## src/hdl/fault_alert_pkg.sv

```systemverilog
// package: constants, types for fault response and alert pin control
// assumes a 40 MHz system clock
package fault_alert_pkg;

   // -----------------------------------------------------------
   // timing
   // -----------------------------------------------------------
   localparam int unsigned CLK_HZ          = 40_000_000;
   localparam int unsigned WAIT_LONG_MS    = 1500;
   localparam int unsigned WAIT_SHORT_MS   = 100;
   localparam int unsigned PULSE_PERIOD_MS = 4;
   localparam int unsigned WAIT_LONG_CYC   = CLK_HZ / 1000 * WAIT_LONG_MS;
   localparam int unsigned WAIT_SHORT_CYC  = CLK_HZ / 1000 * WAIT_SHORT_MS;
   localparam int unsigned PULSE_CYC       = CLK_HZ / 1000 * PULSE_PERIOD_MS;
   localparam int unsigned PULSE_LOW_CYC   = 40;

   // -----------------------------------------------------------
   // fault sources
   // -----------------------------------------------------------
   localparam int unsigned NSRC      = 3;
   localparam int unsigned SRC_OTEMP = 0;
   localparam int unsigned SRC_OCUR  = 1;
   localparam int unsigned SRC_CLKER = 2;

   // -----------------------------------------------------------
   // pull-up enable field positions
   // -----------------------------------------------------------
   localparam int unsigned NPULL       = 6;
   localparam int unsigned PU_BCLK     = 0;
   localparam int unsigned PU_FRAME_SYNC_PIN    = 1;
   localparam int unsigned PU_SDATA    = 2;
   localparam int unsigned PU_SHDN     = 3;
   localparam int unsigned PU_ADDR0    = 4;
   localparam int unsigned PU_ADDR1    = 5;

   // -----------------------------------------------------------
   // register offsets and reset values
   // -----------------------------------------------------------
   localparam logic [7:0] OFS_CTRL   = 8'h00;
   localparam logic [7:0] OFS_MASK   = 8'h04;
   localparam logic [7:0] OFS_PULL   = 8'h08;
   localparam logic [7:0] OFS_STAT   = 8'h0c;
   localparam logic [7:0] OFS_CLEAR  = 8'h10;
   localparam logic [7:0] CTRL_RST   = 8'h00;
   localparam logic [7:0] MASK_RST   = 8'h07;
   localparam logic [7:0] PULL_RST   = 8'h00;

   // ctrl field positions
   localparam int unsigned CTRL_RETRY0  = 0;
   localparam int unsigned CTRL_WSHORT  = 3;
   localparam int unsigned CTRL_HIZ     = 4;
   localparam int unsigned CTRL_PULSE   = 5;
   localparam int unsigned CTRL_APULL   = 6;

   localparam int unsigned CNT_W = 26;

   typedef enum logic [1:0] {
      ST_RUN   = 2'b00,
      ST_LATCH = 2'b01,
      ST_WAIT  = 2'b10
   } fault_e;

   typedef struct packed {
      logic [7:0] addr;
      logic [7:0] wdata;
      logic       wr;
      logic       rd;
   } bus_req_s;

   typedef struct packed {
      logic       out;
      logic       oe;
      logic       pull_en;
   } od_pin_s;

endpackage : fault_alert_pkg

```

## src/hdl/fault_alert_pin_control.sv

```systemverilog
// fault response, amplifier shutdown control, pin pull-ups and alert pin
// assumes synchronous inputs, a plain register port, and a pad that resolves od_pin_s
// How it works
// each fault either latches until cleared or retries after a wait
// retry wait is 1.5 s or 100 ms, chosen by a control bit
// optional high-impedance amplifier output during fault or manual shutdown
// six separate pull-up enables for bit clock, frame sync, data, shutdown, addresses
// alert asserts on any unmasked live interrupt in live mode, or any unmasked latched interrupt in pulse mode
// live mode: alert follows unmasked live interrupts directly
// pulse mode: alert pulses every 4 ms while a latched interrupt remains
// alert is open-drain by default; internal pull-up enabled by a control bit
// each source has its own mask; masked sources never assert alert
// alert is active low; driven low when asserted
`timescale 1ns/100ps
`default_nettype none
module fault_alert_pin_control
   import fault_alert_pkg::*;
(
   input  wire logic                      clk_sys,
   input  wire logic                      sys_rst,
   input  wire fault_alert_pkg::bus_req_s bus_req,
   output logic [7:0]                     rdata,
   input  wire logic [2:0]                fault_in,
   input  wire logic                      shutdown_pin_n,
   output logic                           amp_enable,
   output logic                           amp_hiz,
   output logic [5:0]                     pullup_en,
   output fault_alert_pkg::od_pin_s       alert_pin_n
);
   import fault_alert_pkg::*;

   // -----------------------------------------------------------
   // state
   // -----------------------------------------------------------
   typedef struct packed {
      logic [7:0]       ctrl;
      logic [7:0]       mask;
      logic [7:0]       pull;
      logic [7:0]       rdata;
      logic [2:0]       latched;
      fault_e [2:0]     st;
      logic [2:0][CNT_W-1:0] wcnt;
      logic [CNT_W-1:0] pcnt;
      logic             alert;
      logic             hiz;
      logic             en;
   } state_s;

   state_s s_q;
   state_s s_d;

   logic [2:0] live_unmasked;
   logic [2:0] latch_unmasked;
   logic       any_fault;
   logic       manual_sd;
   logic [2:0] clr;

   always_comb begin
      s_d            = s_q;
      manual_sd      = ~shutdown_pin_n;
      live_unmasked  = fault_in & ~s_q.mask[2:0];
      latch_unmasked = s_q.latched & ~s_q.mask[2:0];
      clr            = '0;
      s_d.rdata      = 8'h00;

      // -----------------------------------------------------------
      // register port
      // -----------------------------------------------------------
      if (bus_req.wr) begin
         unique case (bus_req.addr)
            OFS_CTRL:  s_d.ctrl = bus_req.wdata;
            OFS_MASK:  s_d.mask = {5'h00, bus_req.wdata[2:0]};
            OFS_PULL:  s_d.pull = {2'h0, bus_req.wdata[5:0]};
            OFS_CLEAR: clr = bus_req.wdata[2:0];
            default:   ;
         endcase
      end
      if (bus_req.rd) begin
         unique case (bus_req.addr)
            OFS_CTRL: s_d.rdata = s_q.ctrl;
            OFS_MASK: s_d.rdata = s_q.mask;
            OFS_PULL: s_d.rdata = s_q.pull;
            // status: running, alert asserted, live faults, latched faults
            OFS_STAT: s_d.rdata = {s_q.en, s_q.alert, fault_in, s_q.latched};
            default:  s_d.rdata = 8'h00;
         endcase
      end

      // -----------------------------------------------------------
      // per-source fault policy
      // -----------------------------------------------------------
      for (int i = 0; i < NSRC; i++) begin
         // set wins over clear so a fault at clear time survives
         s_d.latched[i] = (s_q.latched[i] & ~clr[i]) | fault_in[i];
         unique case (s_q.st[i])
            ST_RUN: begin
               if (fault_in[i]) begin
                  if (s_q.ctrl[CTRL_RETRY0 + i]) begin
                     s_d.st[i]   = ST_WAIT;
                     s_d.wcnt[i] = s_q.ctrl[CTRL_WSHORT] ? CNT_W'(WAIT_SHORT_CYC - 1)
                                                          : CNT_W'(WAIT_LONG_CYC - 1);
                  end else begin
                     s_d.st[i] = ST_LATCH;
                  end
               end
            end
            ST_WAIT: begin
               // wait restarts while the fault persists
               if (fault_in[i]) begin
                  s_d.wcnt[i] = s_q.ctrl[CTRL_WSHORT] ? CNT_W'(WAIT_SHORT_CYC - 1)
                                                       : CNT_W'(WAIT_LONG_CYC - 1);
               end else if (s_q.wcnt[i] == '0) begin
                  s_d.st[i] = ST_RUN;
               end else begin
                  s_d.wcnt[i] = s_q.wcnt[i] - CNT_W'(1);
               end
            end
            ST_LATCH: begin
               if (clr[i] && !fault_in[i]) begin
                  s_d.st[i] = ST_RUN;
               end
            end
            default: s_d.st[i] = ST_RUN;
         endcase
      end

      any_fault = 1'b0;
      for (int i = 0; i < NSRC; i++) begin
         any_fault = any_fault | (s_d.st[i] != ST_RUN);
      end
      s_d.en  = ~any_fault & ~manual_sd;
      s_d.hiz = s_q.ctrl[CTRL_HIZ] & (any_fault | manual_sd);

      // -----------------------------------------------------------
      // alert generation
      // -----------------------------------------------------------
      if (!s_q.ctrl[CTRL_PULSE]) begin
         s_d.alert = |live_unmasked;
         s_d.pcnt  = '0;
      end else if (|latch_unmasked) begin
         // short low pulse at the start of each period
         s_d.alert = (s_q.pcnt < CNT_W'(PULSE_LOW_CYC));
         s_d.pcnt  = (s_q.pcnt == CNT_W'(PULSE_CYC - 1)) ? '0 : s_q.pcnt + CNT_W'(1);
      end else begin
         s_d.alert = 1'b0;
         s_d.pcnt  = '0;
      end
   end

   always_ff @(posedge clk_sys) begin
      if (sys_rst) begin
         s_q         <= '0;
         s_q.ctrl    <= CTRL_RST;
         s_q.mask    <= MASK_RST;
         s_q.pull    <= PULL_RST;
         // all-zero state code is ST_RUN, so every source starts running
      end else begin
         s_q <= s_d;
      end
   end

   // -----------------------------------------------------------
   // outputs
   // -----------------------------------------------------------
   assign rdata               = s_q.rdata;
   assign amp_enable          = s_q.en;
   assign amp_hiz             = s_q.hiz;
   assign pullup_en           = s_q.pull[5:0];
   // never drive high: open-drain only, pull-up optional
   assign alert_pin_n = '{out:     1'b0,
                          oe:      s_q.alert,
                          pull_en: s_q.ctrl[CTRL_APULL]};

endmodule : fault_alert_pin_control
`default_nettype wire

```

## config.mk

```make
export PLATFORM = sky130hd
export DESIGN_NAME = fault_alert_pin_control
export DESIGN_NICKNAME = d
export VERILOG_FILES = /design/src/hdl/fault_alert_pkg.sv /design/src/hdl/fault_alert_pin_control.sv
export SDC_FILE = /design/constraint.sdc
export NUM_CORES = 1
export LEC_CHECK = 0
export ABC_CLOCK_PERIOD_IN_PS = 3300
export BUFFER_PORTS_ARGS = -buffer_cell sky130_fd_sc_hd__clkbuf_2
export CORE_MARGIN = 1
export CORE_UTILIZATION = 61
export CTS_CLUSTER_SIZE = 40
export DETAILED_ROUTE_END_ITERATION = 8
export PLACE_DENSITY = 0.86
export SETUP_SLACK_MARGIN = 0.1
export SLEW_MARGIN = 20
export SYNTH_ARGS = -nofsm -noshare
export SYNTH_HDL_FRONTEND = slang
export SYNTH_SLANG_ARGS = --single-unit
```

## constraint.sdc

```tcl
create_clock -name clk_sys -period 3.3 [get_ports clk_sys]
set_input_delay 0.66 -clock clk_sys [delete_from_list [all_inputs] [get_ports clk_sys]]
set_output_delay 0.66 -clock clk_sys [all_outputs]
set_load 0.005 [all_outputs]
```

### Word level (Yosys, flattened, before mapping)

Index checks and enable logic that the tools add are counted.

| operators by class | value |
|---|---|
| add/sub/neg operators | 4 |
| $mul | 0 |
| div/mod/pow operators | 0 |
| magnitude comparators | 1 |
| equal/unequal tests | 20 |
| shift-type cells | 0 |
| mux-type cells | 39 |
| bitwise logic cells | 22 |
| reductions and logical operators | 29 |

Operator list:

| operator | number |
|---|---|
| $mux 26 | 13 |
| $pmux 26 s2 | 3 |
| $logic_not 26->1 | 3 |
| $sub 26x1->26 const B | 3 |
| $pmux 8 s4 | 1 |
| $mux 2 | 15 |
| $add 26x1->26 const B | 1 |
| $eq 26x18->1 const B | 1 |
| $lt 26x6->1 const B | 1 |
| $pmux 2 s3 | 3 |
| $eq 8x4->1 const B | 2 |
| $ne 2x2->1 const B | 6 |
| $reduce_and 4->1 | 3 |
| $reduce_bool 2->1 | 6 |
| $ne 3x3->1 const B | 3 |
| $eq 8x3->1 const B | 1 |
| $eq 8x5->1 const B | 1 |
| $logic_not 8->1 | 1 |
| $not 1->1 | 8 |
| $and 3x3->3 | 2 |
| $eq 2x1->1 const B | 3 |
| $eq 2x2->1 const B | 3 |
| $logic_not 2->1 | 3 |
| $mux 3 | 2 |
| 10 further kinds | 27 |

| storage, ports and cells | value |
|---|---|
| register bits | 141 |
| bits in latches | 0 |
| memory bits (writable) | 0 |
| ROM bits | 0 |
| input bits | 24 |
| output and inout port bits | 19 |
| memories kept | 0 |

### Longest topological paths before layout

| depth | value |
|---|---|
| depth in word-level cells | 11 |
| depth in mapped cells | 10 |
| gate-level depth less buffers | 8 |

### Worst setup path before layout

OpenSTA, ideal clock, no wires.

| timing | value |
|---|---|
| path type | input to register |
| from | input port bus_req[15] in the netlist's numbering |
| to | register s_q (netlist bit pullup_en[0]) |
| library setup time | 128 ps |
| data arrival time | 2251 ps |
| data required time | 3172 ps |
| setup slack | 922 ps |
| stages | 6 |
| path through | or4_1 -> nor4_1 -> and3_1 -> clkbuf_1 -> mux2i_1 -> nor2_1 |

| on the way | value |
|---|---|
| cells in the longest elaborated chain, start to end | 2 |

RTL lines:

| element | line | RTL |
|---|---|---|
| from (decl) | fault_alert_pin_control.sv:21 | `input wire fault_alert_pkg::bus_req_s bus_req,` |
| $eq 8x4->1 | fault_alert_pin_control.sv:70 | `unique case (bus_req.addr)` |
| $reduce_and 2->1 (no line) | -- |  |
| to (decl) | fault_alert_pin_control.sv:49 | `state_s s_q;` |

No other way between the ends.
A chain may end at the register's enable or synchronous reset.

### Final worst setup path

| timing | value |
|---|---|
| from | register s_q[43] in the netlist's numbering |
| to | register s_q (netlist bit amp_hiz) |

| on the way | value |
|---|---|
| cells in the longest elaborated chain, start to end | 9 |

RTL lines:

| element | line | RTL |
|---|---|---|
| $logic_not 26->1 | fault_alert_pin_control.sv:112 | `end else if (s_q.wcnt[i] == '0) begin` |
| $mux 2 | fault_alert_pin_control.sv:112 |  |
| $mux 2 | fault_alert_pin_control.sv:109 | `if (fault_in[i]) begin` |
| $pmux 2 s3 | fault_alert_pin_control.sv:95 | `unique case (s_q.st[i])` |
| $reduce_bool 2->1 | fault_alert_pin_control.sv:129 | `any_fault = any_fault \| (s_d.st[i] != ST_RUN);` |
| $or 1x1->1 (2 in series) | fault_alert_pin_control.sv:129 |  |
| $or 1x1->1 | fault_alert_pin_control.sv:132 | `s_d.hiz = s_q.ctrl[CTRL_HIZ] & (any_fault \| manual_sd);` |
| $and 1x1->1 | fault_alert_pin_control.sv:132 |  |

No other way between the ends.

==> qor.csv <==
stage;metric;value;unit
outcome;status;finished, final reports clean;
clock_network;cts_num_sinks;141;
sta;fmaxAchievable;360;MHz
drt;postRouteAntennaNets;0;
min_path;min_to;s_q[3];
power_and_ir_drop;p_total;3870;uW
sta;finalHoldViolations;0;
setup_path;crit_buf_inv;0;
clock_network;clk_pin_slew_worst_paths;60;ps
die;rows;39;
setup_path;crit_type;reg2reg;
setup_path;slowest_delay;630;ps
die;io_pins;43;
sta;hold_slack;441;ps
sta;setup_violations;0;
die;die_w;110;um
sta;drv_slew;0;
drt;wirelength;17.3;mm
synthesis;synthTopCellsByArea;dfxtp_1 40%, nor2_1 6.0%, a21oi_1 5.6%;
finish;final_util;0.693;
synthesis;yosys.cell_count.top_type;dfxtp_1;
drt;highest_layer;met4;
setup_path;crit_path_end_kind;flop;
power_and_ir_drop;ir_worst_vdd;0.522;mV
clock_network;cts_resized;0;
synthesis;ys_top_cells_by_count;141 x dfxtp_1, 115 x nor2_1, 80 x a21oi_1;
sta;min_period_over_period;0.842;
clock_network;cts_tree;yes;
power_and_ir_drop;powerDensity;489;nW/um^2
flow_run;cap_violations;0;
die;core;11400;um^2
synthesis;synth_top_area_share;0.395;
synthesis;avgSynthCellArea;7.94;um^2
setup_path;critPathLaunchType;flop;
sta;fin_skew;9.48;ps
drt;first_pass_iters;7;
finish;fillCellCount;905;
sta;tightestPinTransition;896;ps
setup_path;worstPathCellList;or3_1, or4_1, o31a_1, nor4_2, a311oi_1;
synthesis;synth-seq-area-share;0.395;
synthesis;synthCells;899;
place;gp_congestion;0.873;
finish;area_growth;10.9;%
synthesis;synth_cell_type_count;63;
min_path;min_path_type;reg2reg;
sta;min_period;2780;ps
drt;wl_met3;1.35;mm
synthesis;yosysWarnings;0;
grt;grt_pass1_wl;28.0;mm
die;initial_core_util;0.625;
drt;dr.first_iter.drc_count;925;
grt;antenna_found_initial;1;
grt;overflow;0;
grt;grt_pass1_vias;6022;
finish;drive_gt1_frac;0.117;
power_and_ir_drop;p_leak;0.00286;uW
min_path;min_delay_path_depth;1;
grt;grt_util_all_layers;0.293;
sta;relSlewSlack;0.402;
synthesis;synth-main-ff-cell;dfxtp_1;
grt;grt_max_degree;58;
drt;vias_per_cell;6.32;
finish;final_nets;931;
drt;wirelength_met1;7.61;mm
clock_network;clk_latency;430;ps
min_path;min-delay-start;s_q[3];
place;place_hpwl;11.1;mm
sta;tns;0;ps
setup_path;required;3570;ps
setup_path;crit_fanout;26;
setup_path;r2r-end;amp_hiz;
drt;drc;0;
synthesis;ys_async_sr_fraction;0;
finish;fin_area;7920;um^2
synthesis;synth_nets;928;
clock_network;htreeDepth;4;
synthesis;ys_ff_latch;141;
drt;met2_length;7.99;mm
clock_network;cts_hold_buf;0;
synthesis;synth_edf_count;0;
die;die_area;12100;um^2
place;port-buffer-count;41;
sta;grt_setup_unrepaired;false;
synthesis;synth_area;7140;um^2
die;dieHeight;110;um
setup_path;cp.arrival;3050;ps
clock_network;cts_buffer_depth;2;
setup_path;rrSetupSlack;520;ps
synthesis;synth_largest_area_cell;dfxtp_1;
clock_network;cts-root-buf;clkbuf_16;
setup_path;cp_top_family;simple AND/OR/NAND/NOR gates;
setup_path;slowest_stage;or4_1;
clock_network;post-cts-setup-buffer-count;0;
setup_path;r2r-start;s_q[43];
drt;via_count;6694;
clock_network;cts_made_buffers;17;
setup_path;r2r_cells;5;
drt;wl_per_cell;16.3;um
place;placed_area;7270;um^2
## cell type report
cell class	instances	area [um^2]	share of cell area
clock inverter	12	184	0.0232
tap	143	179	0.0226
timing repair buffer	52	288	0.0363
multi-input combinational	662	3880	0.490
inverter	28	105	0.0133
sequential	141	2820	0.357
antenna	1	2.50	0.000316
clock buffer	20	457	0.0577
## flip-flops by register name, summed over array words and instances, names as in the netlist
register / count
s_q: 123
rdata: 8
pullup_en: 6
alert_pin_n: 2
amp_enable: 1
amp_hiz: 1
## placed cells by master, fill, tap and decap left out, types with 6 or more instances in the layout
cell type  count
or4_1         13
nand4_1       10
a311oi_1      29
clkbuf_16     17
xnor2_1       20
nor4_1        19
clkbuf_2      40
o21ai_1        7
a21oi_1       80
nand2b_1      11
buf_4         11
dfxtp_1      141
and3_1         9
and2_1         9
nand3_1       34
nor3_1        43
or3_1         21
nand2_1       51
or2_2          7
mux2i_1       12
nor2_1       115
inv_1         28
o31a_1         7
o21a_1        11
xor2_1         8
o31ai_1        6
o21ai_0       66
## per-layer routing
layer | GRT usage | vias to the layer above
li1 | - | 3261
met1 | 0.371 | 3165
met2 | 0.458 | 237
met3 | 0.0958 | 31
met4 | 0.125 | 0
met5 | 0 | -
## kinds of logic (layout without fill, tap and decap cells)
| group | after synthesis | count (layout) | share of synthesized area |
|---|---|---|---|
| simple gates | 372 | 372 | 0.264 |
| fa+ha+maj | 5 | 5 | 0.00876 |
| other cells | 1 | 2 | 0.000525 |
| flops | 141 | 141 | 0.395 |
| xor+xnor | 28 | 28 | 0.0343 |
| mux | 15 | 15 | 0.0215 |
| compound gates | 241 | 241 | 0.212 |
| buf+inv | 96 | 112 | 0.0638 |
## worst max-delay path by stage
stage / end / depth (start not counted) / startpoint
3_5_place_dp: amp_hiz / 6 / bus_req[15]
3_3_place_gp: amp_hiz / 6 / bus_req[15]
6_report: amp_hiz / 5 / s_q[43]
2_1_floorplan: pullup_en[0] / 6 / bus_req[15]
4_1_cts: amp_hiz / 5 / s_q[37]
5_1_grt: amp_hiz / 5 / s_q[43]
## worst register-to-register path, stage by stage (launching register included)
cell	delay, ps
dfxtp_1	340
or3_1	440
or4_1	630
o31a_1	630
nor4_2	440
a311oi_1	150
## through the flow
step	worst slack, ps	instances
finish	520	1059
detailed placement	527	1026
global route	404	1059
global placement	584	1026
floorplan	922	899
CTS	547	1058
## power breakdown
part / internal (uW) / switching, uW
clock: 1310 / 751
sequential: 1710 / 5.63
combinational: 29.7 / 65.7
total: 3050 / 823
Note: power is estimated with default switching activity, not from simulation.
